--- src/hdl/dnw_consts.svh ---
// Purpose: constants of the drive network word bank
// Assumes: included by bare name from the modules; the package does not include it
// Notes:   parameter numbers double as the access index on both ports
`ifndef DNW_CONSTS_SVH
`define DNW_CONSTS_SVH

// parameter numbers of the four words
`define DNW_IDX_STATUS      10'h2a8
`define DNW_IDX_SPEED       10'h2a9
`define DNW_IDX_CTRL        10'h2ac
`define DNW_IDX_SREF        10'h2ad

// status word bit positions
`define DNW_ST_RUN_CMD      1
`define DNW_ST_FIRE         2
`define DNW_ST_RAMP2        5
`define DNW_ST_CONFIG       6
`define DNW_ST_ALARM        7
`define DNW_ST_RUNNING      8
`define DNW_ST_ENABLED      9
`define DNW_ST_FORWARD      10
`define DNW_ST_INCHING      11
`define DNW_ST_REMOTE       12
`define DNW_ST_UNDERVOLT    13
`define DNW_ST_FAULT        15

// control word bit positions
`define DNW_CW_RAMP_EN      0
`define DNW_CW_GEN_EN       1
`define DNW_CW_RUN_FWD      2
`define DNW_CW_INCHING      3
`define DNW_CW_REMOTE       4
`define DNW_CW_RAMP2        5
`define DNW_CW_FAULT_RST    7
`define DNW_CW_WMASK        16'h00bf

// reset values and scale
`define DNW_CTRL_RESET      16'h0000
`define DNW_SREF_RESET      16'h0000
`define DNW_RATED_SCALE     16'h2000
`define DNW_SAT_POS         16'h7fff
`define DNW_SAT_NEG         16'h8000

`endif

--- src/hdl/dnw_pkg.sv ---
// Purpose: shared types of the drive network word bank
// Assumes: constants live in dnw_consts.svh
// Notes:   nothing here is imported; users write dnw_pkg::name
`default_nettype none
package dnw_pkg;
  // answer kind of one parameter access
  typedef enum logic [1:0] {
    DNW_ANS_IDLE = 2'b00,
    DNW_ANS_OK   = 2'b01,
    DNW_ANS_ERR  = 2'b10
  } dnw_ans_t;
  typedef logic signed [15:0] dnw_word_t;
endpackage
`default_nettype wire

--- src/hdl/dnw_if.sv ---
// Purpose: carries the speed value to and from the saturating scaler
// Assumes: one clock, all signals synchronous
// Notes:   magnitude is unsigned, direction is a separate flag
`default_nettype none
interface dnw_sat_if #(parameter int MAG_W = 18);
  logic [MAG_W-1:0]   mag;
  logic               rev;
  dnw_pkg::dnw_word_t word;
  modport user (output mag, output rev, input word);
  modport scaler (input mag, input rev, output word);
endinterface
`default_nettype wire

--- src/hdl/dnw_top.sv ---
// Purpose: network-facing status, speed, control and reference words of a drive
// Assumes: one 40 MHz clock REF_CLK; drive flags arrive from outside the domain
// Notes:   network port may write; local port (keypad, embedded logic) only reads
`include "dnw_consts.svh"
`default_nettype none
// Functional notes
// - one read-only 16-bit status word
// - bit 1 shows run command given
// - bit 2 shows emergency override active
// - bit 5 shows second ramp pair
// - bit 6 shows configuration state
// - bit 7 shows alarm state
// - bit 8 shows motor running
// - bit 9 shows inverter enabled
// - bit 10 shows forward rotation
// - bit 12 shows remote control
// - bit 13 shows undervoltage
// - bit 15 shows any fault
// - speed word signed, 8192 is rated
// - reverse rotation reads negative speed
// - network speed values saturate at limits
// - control word written by network only
// - bit 0 ramps up or ramps down
// - bit 1 enables or cuts power
// - bit 2 follows or opposes reference sign
// - bit 4 selects remote or local
// - bit 7 resets an existing fault
// - speed reference network-writable, same scale
// - direction combines bit 2 and sign
module dnw_top #(
  parameter int MAG_W = 18
) (
  // clock and reset
  input  wire logic             REF_CLK,
  input  wire logic             RST,
  // network parameter port
  input  wire logic             NET_SEL,
  input  wire logic             NET_WE,
  input  wire logic [9:0]       NET_PARAM,
  input  wire logic [15:0]      NET_WDATA,
  output logic      [15:0]      NET_RDATA,
  output logic                  NET_ACK,
  output logic                  NET_ERR,
  // local read-only parameter port
  input  wire logic             LOC_SEL,
  input  wire logic             LOC_WE,
  input  wire logic [9:0]       LOC_PARAM,
  output logic      [15:0]      LOC_RDATA,
  output logic                  LOC_ACK,
  output logic                  LOC_ERR,
  // drive state flags, asynchronous levels
  input  wire logic             RUN_CMD_GIVEN,
  input  wire logic             OVERRIDE_ACTIVE,
  input  wire logic             SECOND_RAMP_ACTIVE,
  input  wire logic             CONFIG_STATE,
  input  wire logic             ALARM_ACTIVE,
  input  wire logic             MOTOR_RUNNING,
  input  wire logic             DRIVE_ENABLED,
  input  wire logic             MOTOR_FORWARD,
  input  wire logic             INCHING_ACTIVE,
  input  wire logic             REMOTE_ACTIVE,
  input  wire logic             UNDERVOLTAGE,
  input  wire logic             FAULT_PRESENT,
  // measured speed, same clock domain
  input  wire logic [MAG_W-1:0] SPEED_MAG,
  // commands to the motor control
  output logic                  RAMP_ENABLE,
  output logic                  GENERAL_ENABLE,
  output logic                  DIR_FORWARD,
  output logic                  INCHING_ENABLE,
  output logic                  REMOTE_SELECT,
  output logic                  SECOND_RAMP_SELECT,
  output logic                  FAULT_RESET,
  output logic signed [15:0]    SPEED_REF
);
  localparam int NFLAG = 12;

  logic [NFLAG-1:0]   flag_raw;
  logic [NFLAG-1:0]   flag;
  logic [15:0]        status_word;
  logic [15:0]        ctrl_reg;
  logic [15:0]        ctrl_next;
  logic [15:0]        sref_reg;
  logic               net_wr;
  logic               net_hit_ctrl;
  logic               net_hit_sref;

  dnw_sat_if #(.MAG_W(MAG_W)) sat ();

  // gather the drive flags for one synchroniser bank
  assign flag_raw = {FAULT_PRESENT, UNDERVOLTAGE, REMOTE_ACTIVE, INCHING_ACTIVE,
                     MOTOR_FORWARD, DRIVE_ENABLED, MOTOR_RUNNING, ALARM_ACTIVE,
                     CONFIG_STATE, SECOND_RAMP_ACTIVE, OVERRIDE_ACTIVE, RUN_CMD_GIVEN};

  dnw_sync #(.W(NFLAG)) u_sync (
    .clk (REF_CLK),
    .rst (RST),
    .d   (flag_raw),
    .q   (flag)
  );

  // status word assembly
  // reserved bits 0, 3, 4 and 14 stay zero
  always_comb begin
    status_word                       = 16'h0000;
    status_word[`DNW_ST_RUN_CMD]      = flag[0];
    status_word[`DNW_ST_FIRE]         = flag[1];
    status_word[`DNW_ST_RAMP2]        = flag[2];
    status_word[`DNW_ST_CONFIG]       = flag[3];
    status_word[`DNW_ST_ALARM]        = flag[4];
    status_word[`DNW_ST_RUNNING]      = flag[5];
    status_word[`DNW_ST_ENABLED]      = flag[6];
    status_word[`DNW_ST_FORWARD]      = flag[7];
    status_word[`DNW_ST_INCHING]      = flag[8];
    status_word[`DNW_ST_REMOTE]       = flag[9];
    status_word[`DNW_ST_UNDERVOLT]    = flag[10];
    status_word[`DNW_ST_FAULT]        = flag[11];
  end

  // signed speed word, magnitude scaled by caller
  assign sat.mag = SPEED_MAG;
  assign sat.rev = ~flag[7];

  dnw_speed_sat #(.MAG_W(MAG_W)) u_sat (
    .clk (REF_CLK),
    .rst (RST),
    .sat (sat)
  );

  // readback mux shared by both ports
  function automatic logic [16:0] read_word(input logic [9:0] idx, input logic [15:0] st,
                                            input logic [15:0] sp, input logic [15:0] cw,
                                            input logic [15:0] sr);
    if (idx == `DNW_IDX_STATUS) begin
      read_word = {1'b1, st};
    end else if (idx == `DNW_IDX_SPEED) begin
      read_word = {1'b1, sp};
    end else if (idx == `DNW_IDX_CTRL) begin
      read_word = {1'b1, cw};
    end else if (idx == `DNW_IDX_SREF) begin
      read_word = {1'b1, sr};
    end else begin
      read_word = 17'h00000; // unknown parameter
    end
  endfunction

  // write decode, network side only
  assign net_wr       = NET_SEL & NET_WE;
  assign net_hit_ctrl = net_wr & (NET_PARAM == `DNW_IDX_CTRL);
  assign net_hit_sref = net_wr & (NET_PARAM == `DNW_IDX_SREF);

  // reserved control bits dropped on write
  always_comb begin
    ctrl_next = ctrl_reg;
    if (net_hit_ctrl) begin
      ctrl_next = NET_WDATA & `DNW_CW_WMASK;
    end
  end

  always_ff @(posedge REF_CLK or posedge RST) begin
    if (RST) begin
      ctrl_reg <= `DNW_CTRL_RESET;
    end else begin
      ctrl_reg <= ctrl_next;
    end
  end

  always_ff @(posedge REF_CLK or posedge RST) begin
    if (RST) begin
      sref_reg <= `DNW_SREF_RESET;
    end else if (net_hit_sref) begin
      sref_reg <= NET_WDATA;
    end
  end

  // network answer: writes to read-only or unknown words are refused
  always_ff @(posedge REF_CLK or posedge RST) begin
    logic [16:0] rw;
    if (RST) begin
      NET_RDATA <= 16'h0000;
      NET_ACK   <= 1'b0;
      NET_ERR   <= 1'b0;
    end else begin
      rw        = read_word(NET_PARAM, status_word, sat.word, ctrl_reg, sref_reg);
      NET_ACK   <= NET_SEL;
      NET_ERR   <= NET_SEL & (~rw[16] | (NET_WE & ~(net_hit_ctrl | net_hit_sref)));
      if (NET_SEL & ~NET_WE) begin
        NET_RDATA <= rw[15:0];
      end
    end
  end

  // local port reads only; any write attempt is refused
  always_ff @(posedge REF_CLK or posedge RST) begin
    logic [16:0] rl;
    if (RST) begin
      LOC_RDATA <= 16'h0000;
      LOC_ACK   <= 1'b0;
      LOC_ERR   <= 1'b0;
    end else begin
      rl        = read_word(LOC_PARAM, status_word, sat.word, ctrl_reg, sref_reg);
      LOC_ACK   <= LOC_SEL;
      LOC_ERR   <= LOC_SEL & (LOC_WE | ~rl[16]);
      if (LOC_SEL & ~LOC_WE) begin
        LOC_RDATA <= rl[15:0];
      end
    end
  end

  // command levels straight from the stored control word, SPEED_REF from the stored reference word
  always_ff @(posedge REF_CLK or posedge RST) begin
    if (RST) begin
      RAMP_ENABLE        <= 1'b0;
      GENERAL_ENABLE     <= 1'b0;
      INCHING_ENABLE     <= 1'b0;
      REMOTE_SELECT      <= 1'b0;
      SECOND_RAMP_SELECT <= 1'b0;
      SPEED_REF          <= '0;
    end else begin
      RAMP_ENABLE        <= ctrl_reg[`DNW_CW_RAMP_EN];
      GENERAL_ENABLE     <= ctrl_reg[`DNW_CW_GEN_EN];
      INCHING_ENABLE     <= ctrl_reg[`DNW_CW_INCHING];
      REMOTE_SELECT      <= ctrl_reg[`DNW_CW_REMOTE];
      SECOND_RAMP_SELECT <= ctrl_reg[`DNW_CW_RAMP2];
      SPEED_REF          <= sref_reg;
    end
  end

  // direction from bit 2 and reference sign
  // zero reference counts as positive so bit 2 alone decides
  // bit 2 clear with a positive reference runs reverse
  always_ff @(posedge REF_CLK or posedge RST) begin
    if (RST) begin
      DIR_FORWARD <= 1'b0;
    end else begin
      DIR_FORWARD <= ctrl_reg[`DNW_CW_RUN_FWD] ^ sref_reg[15];
    end
  end

  // fault reset pulse on a write that sets bit 7 while a fault exists
  // a held bit does not repeat the pulse; rewrite it to reset again
  always_ff @(posedge REF_CLK or posedge RST) begin
    if (RST) begin
      FAULT_RESET <= 1'b0;
    end else begin
      FAULT_RESET <= net_hit_ctrl & NET_WDATA[`DNW_CW_FAULT_RST] & flag[11];
    end
  end
endmodule
`default_nettype wire

--- src/hdl/dnw_sync.sv ---
// Purpose: three-stage synchroniser for a group of level inputs
// Assumes: bits are independent levels from outside the clock domain
// Notes:   a change is taken only once stages two and three agree
`default_nettype none
module dnw_sync #(
  parameter int W = 12
) (
  // clock and reset
  input  wire logic         clk,
  input  wire logic         rst,
  // levels in and filtered out
  input  wire logic [W-1:0] d,
  output logic      [W-1:0] q
);
  logic [W-1:0] s1_reg;
  logic [W-1:0] s2_reg;
  logic [W-1:0] s3_reg;

  // shift chain; the first stage feeds only the second
  always_ff @(posedge clk or posedge rst) begin
    if (rst) begin
      s1_reg <= '0;
      s2_reg <= '0;
      s3_reg <= '0;
    end else begin
      s1_reg <= d;
      s2_reg <= s1_reg;
      s3_reg <= s2_reg;
    end
  end

  // per bit: accept only a value seen twice in a row
  always_ff @(posedge clk or posedge rst) begin
    if (rst) begin
      q <= '0;
    end else begin
      for (int i = 0; i < W; i++) begin
        if (s2_reg[i] == s3_reg[i]) begin
          q[i] <= s3_reg[i];
        end
      end
    end
  end
endmodule
`default_nettype wire

--- src/hdl/dnw_speed_sat.sv ---
// Purpose: signs and saturates the measured speed into the network word
// Assumes: magnitude already uses the 8192 = rated frequency scale
// Notes:   registered output, one cycle of latency
`include "dnw_consts.svh"
`default_nettype none
module dnw_speed_sat #(
  parameter int MAG_W = 18
) (
  // clock and reset
  input  wire logic clk,
  input  wire logic rst,
  // value path
  dnw_sat_if.scaler sat
);
  // clamp magnitude to the positive or negative limit
  function automatic logic [15:0] sat_word(input logic [MAG_W-1:0] m, input logic r);
    logic [MAG_W-1:0] lim;
    lim = MAG_W'({1'b0, `DNW_SAT_POS});
    if (!r) begin
      sat_word = (m > lim) ? `DNW_SAT_POS : m[15:0];
    end else if (m > lim) begin
      sat_word = `DNW_SAT_NEG; // reverse beyond range pins at the negative limit
    end else begin
      sat_word = 16'(-m[15:0]);
    end
  endfunction

  always_ff @(posedge clk or posedge rst) begin
    if (rst) begin
      sat.word <= '0;
    end else begin
      sat.word <= sat_word(sat.mag, sat.rev);
    end
  end
endmodule
`default_nettype wire

--- config.mk ---
export PLATFORM = sky130hd
export DESIGN_NAME = dnw_top
export DESIGN_NICKNAME = d
export VERILOG_FILES = /design/src/hdl/dnw_pkg.sv /design/src/hdl/dnw_if.sv /design/src/hdl/dnw_top.sv /design/src/hdl/dnw_sync.sv /design/src/hdl/dnw_speed_sat.sv
export VERILOG_INCLUDE_DIRS = /design/src /design/src/hdl
export SDC_FILE = /design/constraint.sdc
export NUM_CORES = 1
export LEC_CHECK = 0
export BUFFER_PORTS_ARGS = -buffer_cell sky130_fd_sc_hd__buf_2
export CAP_MARGIN = 20
export CORE_ASPECT_RATIO = 0.9
export CORE_MARGIN = 5
export CORE_UTILIZATION = 35
export CTS_BUF_LIST = sky130_fd_sc_hd__clkbuf_2 sky130_fd_sc_hd__clkbuf_4 sky130_fd_sc_hd__clkbuf_8
export CTS_CLUSTER_DIAMETER = 100
export DETAILED_ROUTE_END_ITERATION = 7
export PLACE_DENSITY = 0.62
export SYNTH_ARGS = -nofsm -noshare
export SYNTH_HDL_FRONTEND = slang
export SYNTH_SLANG_ARGS = --single-unit
--- constraint.sdc ---
create_clock -name REF_CLK -period 7.5 [get_ports REF_CLK]
set_input_delay 0.75 -clock REF_CLK [delete_from_list [all_inputs] [get_ports REF_CLK]]
set_output_delay 0.75 -clock REF_CLK [all_outputs]
set_load 0.005 [all_outputs]
==> qor.txt <==
Reported max-cap violation count - 0
Final Net Count - 642
Reg clk slew, reported paths - 70 ps
Pwr Density - 233 nW/um^2
Area share of the largest cell type after synthesis - 63.8%
CP max FO - 27
Mapped Area - 5720 sq um
CTS resizes - 0
# DRC - 0
Post-CTS setup buffers - 0
Vert. Die Dim - 131 microns
Synth async-reset ratio - 100%
RSZ-0062 raised after global routing - false
Initial core utilization - 35.6%
Final ANT Viol Nets - 0
Largest net degree at the start of global routing - 87
Lkg Pwr - 3.41 nW
Initial DRC Count - 262
I/O pins - 131
Rows - 44
Vias per inst - 5.04
Switching part of the total - 22.7%
Most numerous cell in the Yosys netlist - dfrtp_1
Clock power share - 41.4%
Avg Cell Area, Syn - 13.0 sq um
Int Power - 1.26 mW
Final Hold Vio Count - 0
First-pass GRT wire length - 22200 microns
CP endpoint kind - flop
CTS tree - done
1st-pass router iterations - 5
TNS Setup - 0 ps
Min-delay worst type - reg2reg
Antenna diodes - 0
Total GRT Usage - 15.2%
Critical Path AT - 2420 ps
Flop pwr share - 51.5%
Via count - 3971
Cells after Synth - 442
Post-synth EDFFs - 0
WL/cell - 17.6 microns
IO buf count - 130
Layout area overhead - 22.3%
CTS sink cnt - 146
Peak supply drop - 0.000126 V
Top cells by count, synth - 146 x dfrtp_1, 35 x nand2_1, 31 x mux2_2
Synth area leader - dfrtp_1
Critical setup path kind - in2reg
Comb power frac - 7.2%
Maximum buffer depth of the clock tree - 2
Chip width - 145 microns
Num CTS Buffers - 17
# hold bufs at CTS - 0
YS warnings - 0
Grt ovf - 0
Root Driver - clkbuf_8
DP Area - 6560 sq um
Fin area - 7000 sq um
Worst path required time - 7820 ps
NetSw - 0.371 mW
Final min period - 2100 ps
Flops & latches, synth - 146
Top_reg_cell synth - dfrtp_1
Final worst path period share - 28.0%
Slew HR - 42.5%
Max H-tree Level - 4
Syn nets - 515
Status - finished clean
Final Max Tran Viols - 0
Vias in the first global route - 4180
Dpl hpwl - 10200 microns
Core area - 16100 sq um
Initial antenna violation count - 1
Fmax achieved - 0.475 GHz
Clock Skew - 11.6 ps
Share of cells above drive strength 1 - 37.5%
Sequential area share after synthesis - 63.8%
Slew @ Worst Pin - 860 ps
Crit start category - primary input
Largest cells by area after synthesis - dfrtp_1 64%, mux2_2 6.1%, mux4_2 3.1%
Die Area - 19000 sq um
Synth cell types - 46
Setup Viol. Count Final - 0
GPL Wtd Cong - 0.786
Final WL - 13900 microns
Clk_lat worst skew - 440 ps
## cells by family after synthesis
logic type | share of synthesized area [%]
AOI/OAI and AO/OA | 11.1
xor gates and xnor gates | 1.07
adders and majority gates | 2.32
buffers and inverters | 2.64
DFF | 63.8
muxes | 9.77
and+or+nand+nor | 9.31
## cells in the final DEF (no fill, tap or decap), types with 2 or more instances in the layout
cell	instances
nand2_1	35
dfrtp_1	146
or2_2	3
nor2_1	29
a22oi_1	14
o31ai_1	6
clkinv_2	2
o41ai_1	8
buf_4	2
clkbuf_4	2
o21ai_0	30
clkbuf_8	20
a22o_1	8
mux2i_1	3
mux4_2	8
a21oi_1	22
nand2b_1	2
nor3_1	6
clkinvlp_4	2
nor3_4	2
xnor2_1	6
and4bb_2	4
bufinv_16	4
inv_1	13
a31oi_1	5
o21a_1	2
nor2b_1	2
mux2_2	31
or3_1	2
buf_2	130
maj3_1	12
## stage by stage
step / hold WS [ps] / worst slack, ps / instances / utilization [%] / power (mW)
after floorplan: 331 / 2830 / 442 / - / 0.921
after global placement: 334 / 4930 / 757 / 40.8 / 0.969
after detailed placement: 336 / 4890 / 757 / 40.8 / 0.973
after CTS: 354 / 5370 / 788 / 43.5 / 1.65
after global routing: 359 / 5260 / 788 / 43.5 / 1.70
final: 350 / 5400 / 788 / 43.5 / 1.63
## layout make-up
class / count / area, sq um
clock inverter: 9 / 154
clock buffer: 22 / 290
sequential: 146 / 3650
timing repair buffer: 132 / 666
inverter: 14 / 57.6
tap: 207 / 259
fill: 1501 / 9080
multi-input combinational: 258 / 1920
## metal layers
metal | up-vias | part of all wire, % | wire [microns] | GRT usage (%)
met1 | 1945 | 42 | 5850 | 20.3
li1 | 1832 | - | - | -
met4 | 2 | 2.1 | 295 | 5.60
met2 | 165 | 47 | 6540 | 23.6
met3 | 27 | 8.4 | 1160 | 4.25
met5 | - | 0.094 | 13 | 0
## critical path: stages
cell	delay, ps
buf_2	390
nand2_1	170
nor3_4	690
mux2_2	410
## path summary, 6_finish.rpt
check	startpoint	to	slack (ps)	cells past startpoint
setup / recovery	NET_PARAM[2]	sref_reg[7]$_DFFE_PP0P_	5400	4
hold / removal	u_sync.s1_reg[1]$_DFF_PP0_	u_sync.s2_reg[1]$_DFF_PP0_	350	0
hold reg to reg	u_sync.s1_reg[1]$_DFF_PP0_	u_sync.s2_reg[1]$_DFF_PP0_	350	0
setup reg to reg	u_sync.q[7]$_DFFE_PP0N_	u_sat.sat.word[7]$_DFF_PP0_	5960	2
min in group asynchronous	RST	FAULT_RESET$_DFF_PP0_	440	2
max in group asynchronous	RST	LOC_RDATA[10]$_DFFE_PP0P_	5810	3
## power groups by stage
stage,Combinational [mW],Clock (mW),Sequential [mW]
after global placement,0.115,0,0.855
after CTS,0.118,0.694,0.840
after global routing,0.133,0.726,0.844
after detailed placement,0.118,0,0.855
final,0.117,0.674,0.840
after floorplan,0.0782,0,0.842
Power figures use the tool's default switching activity.
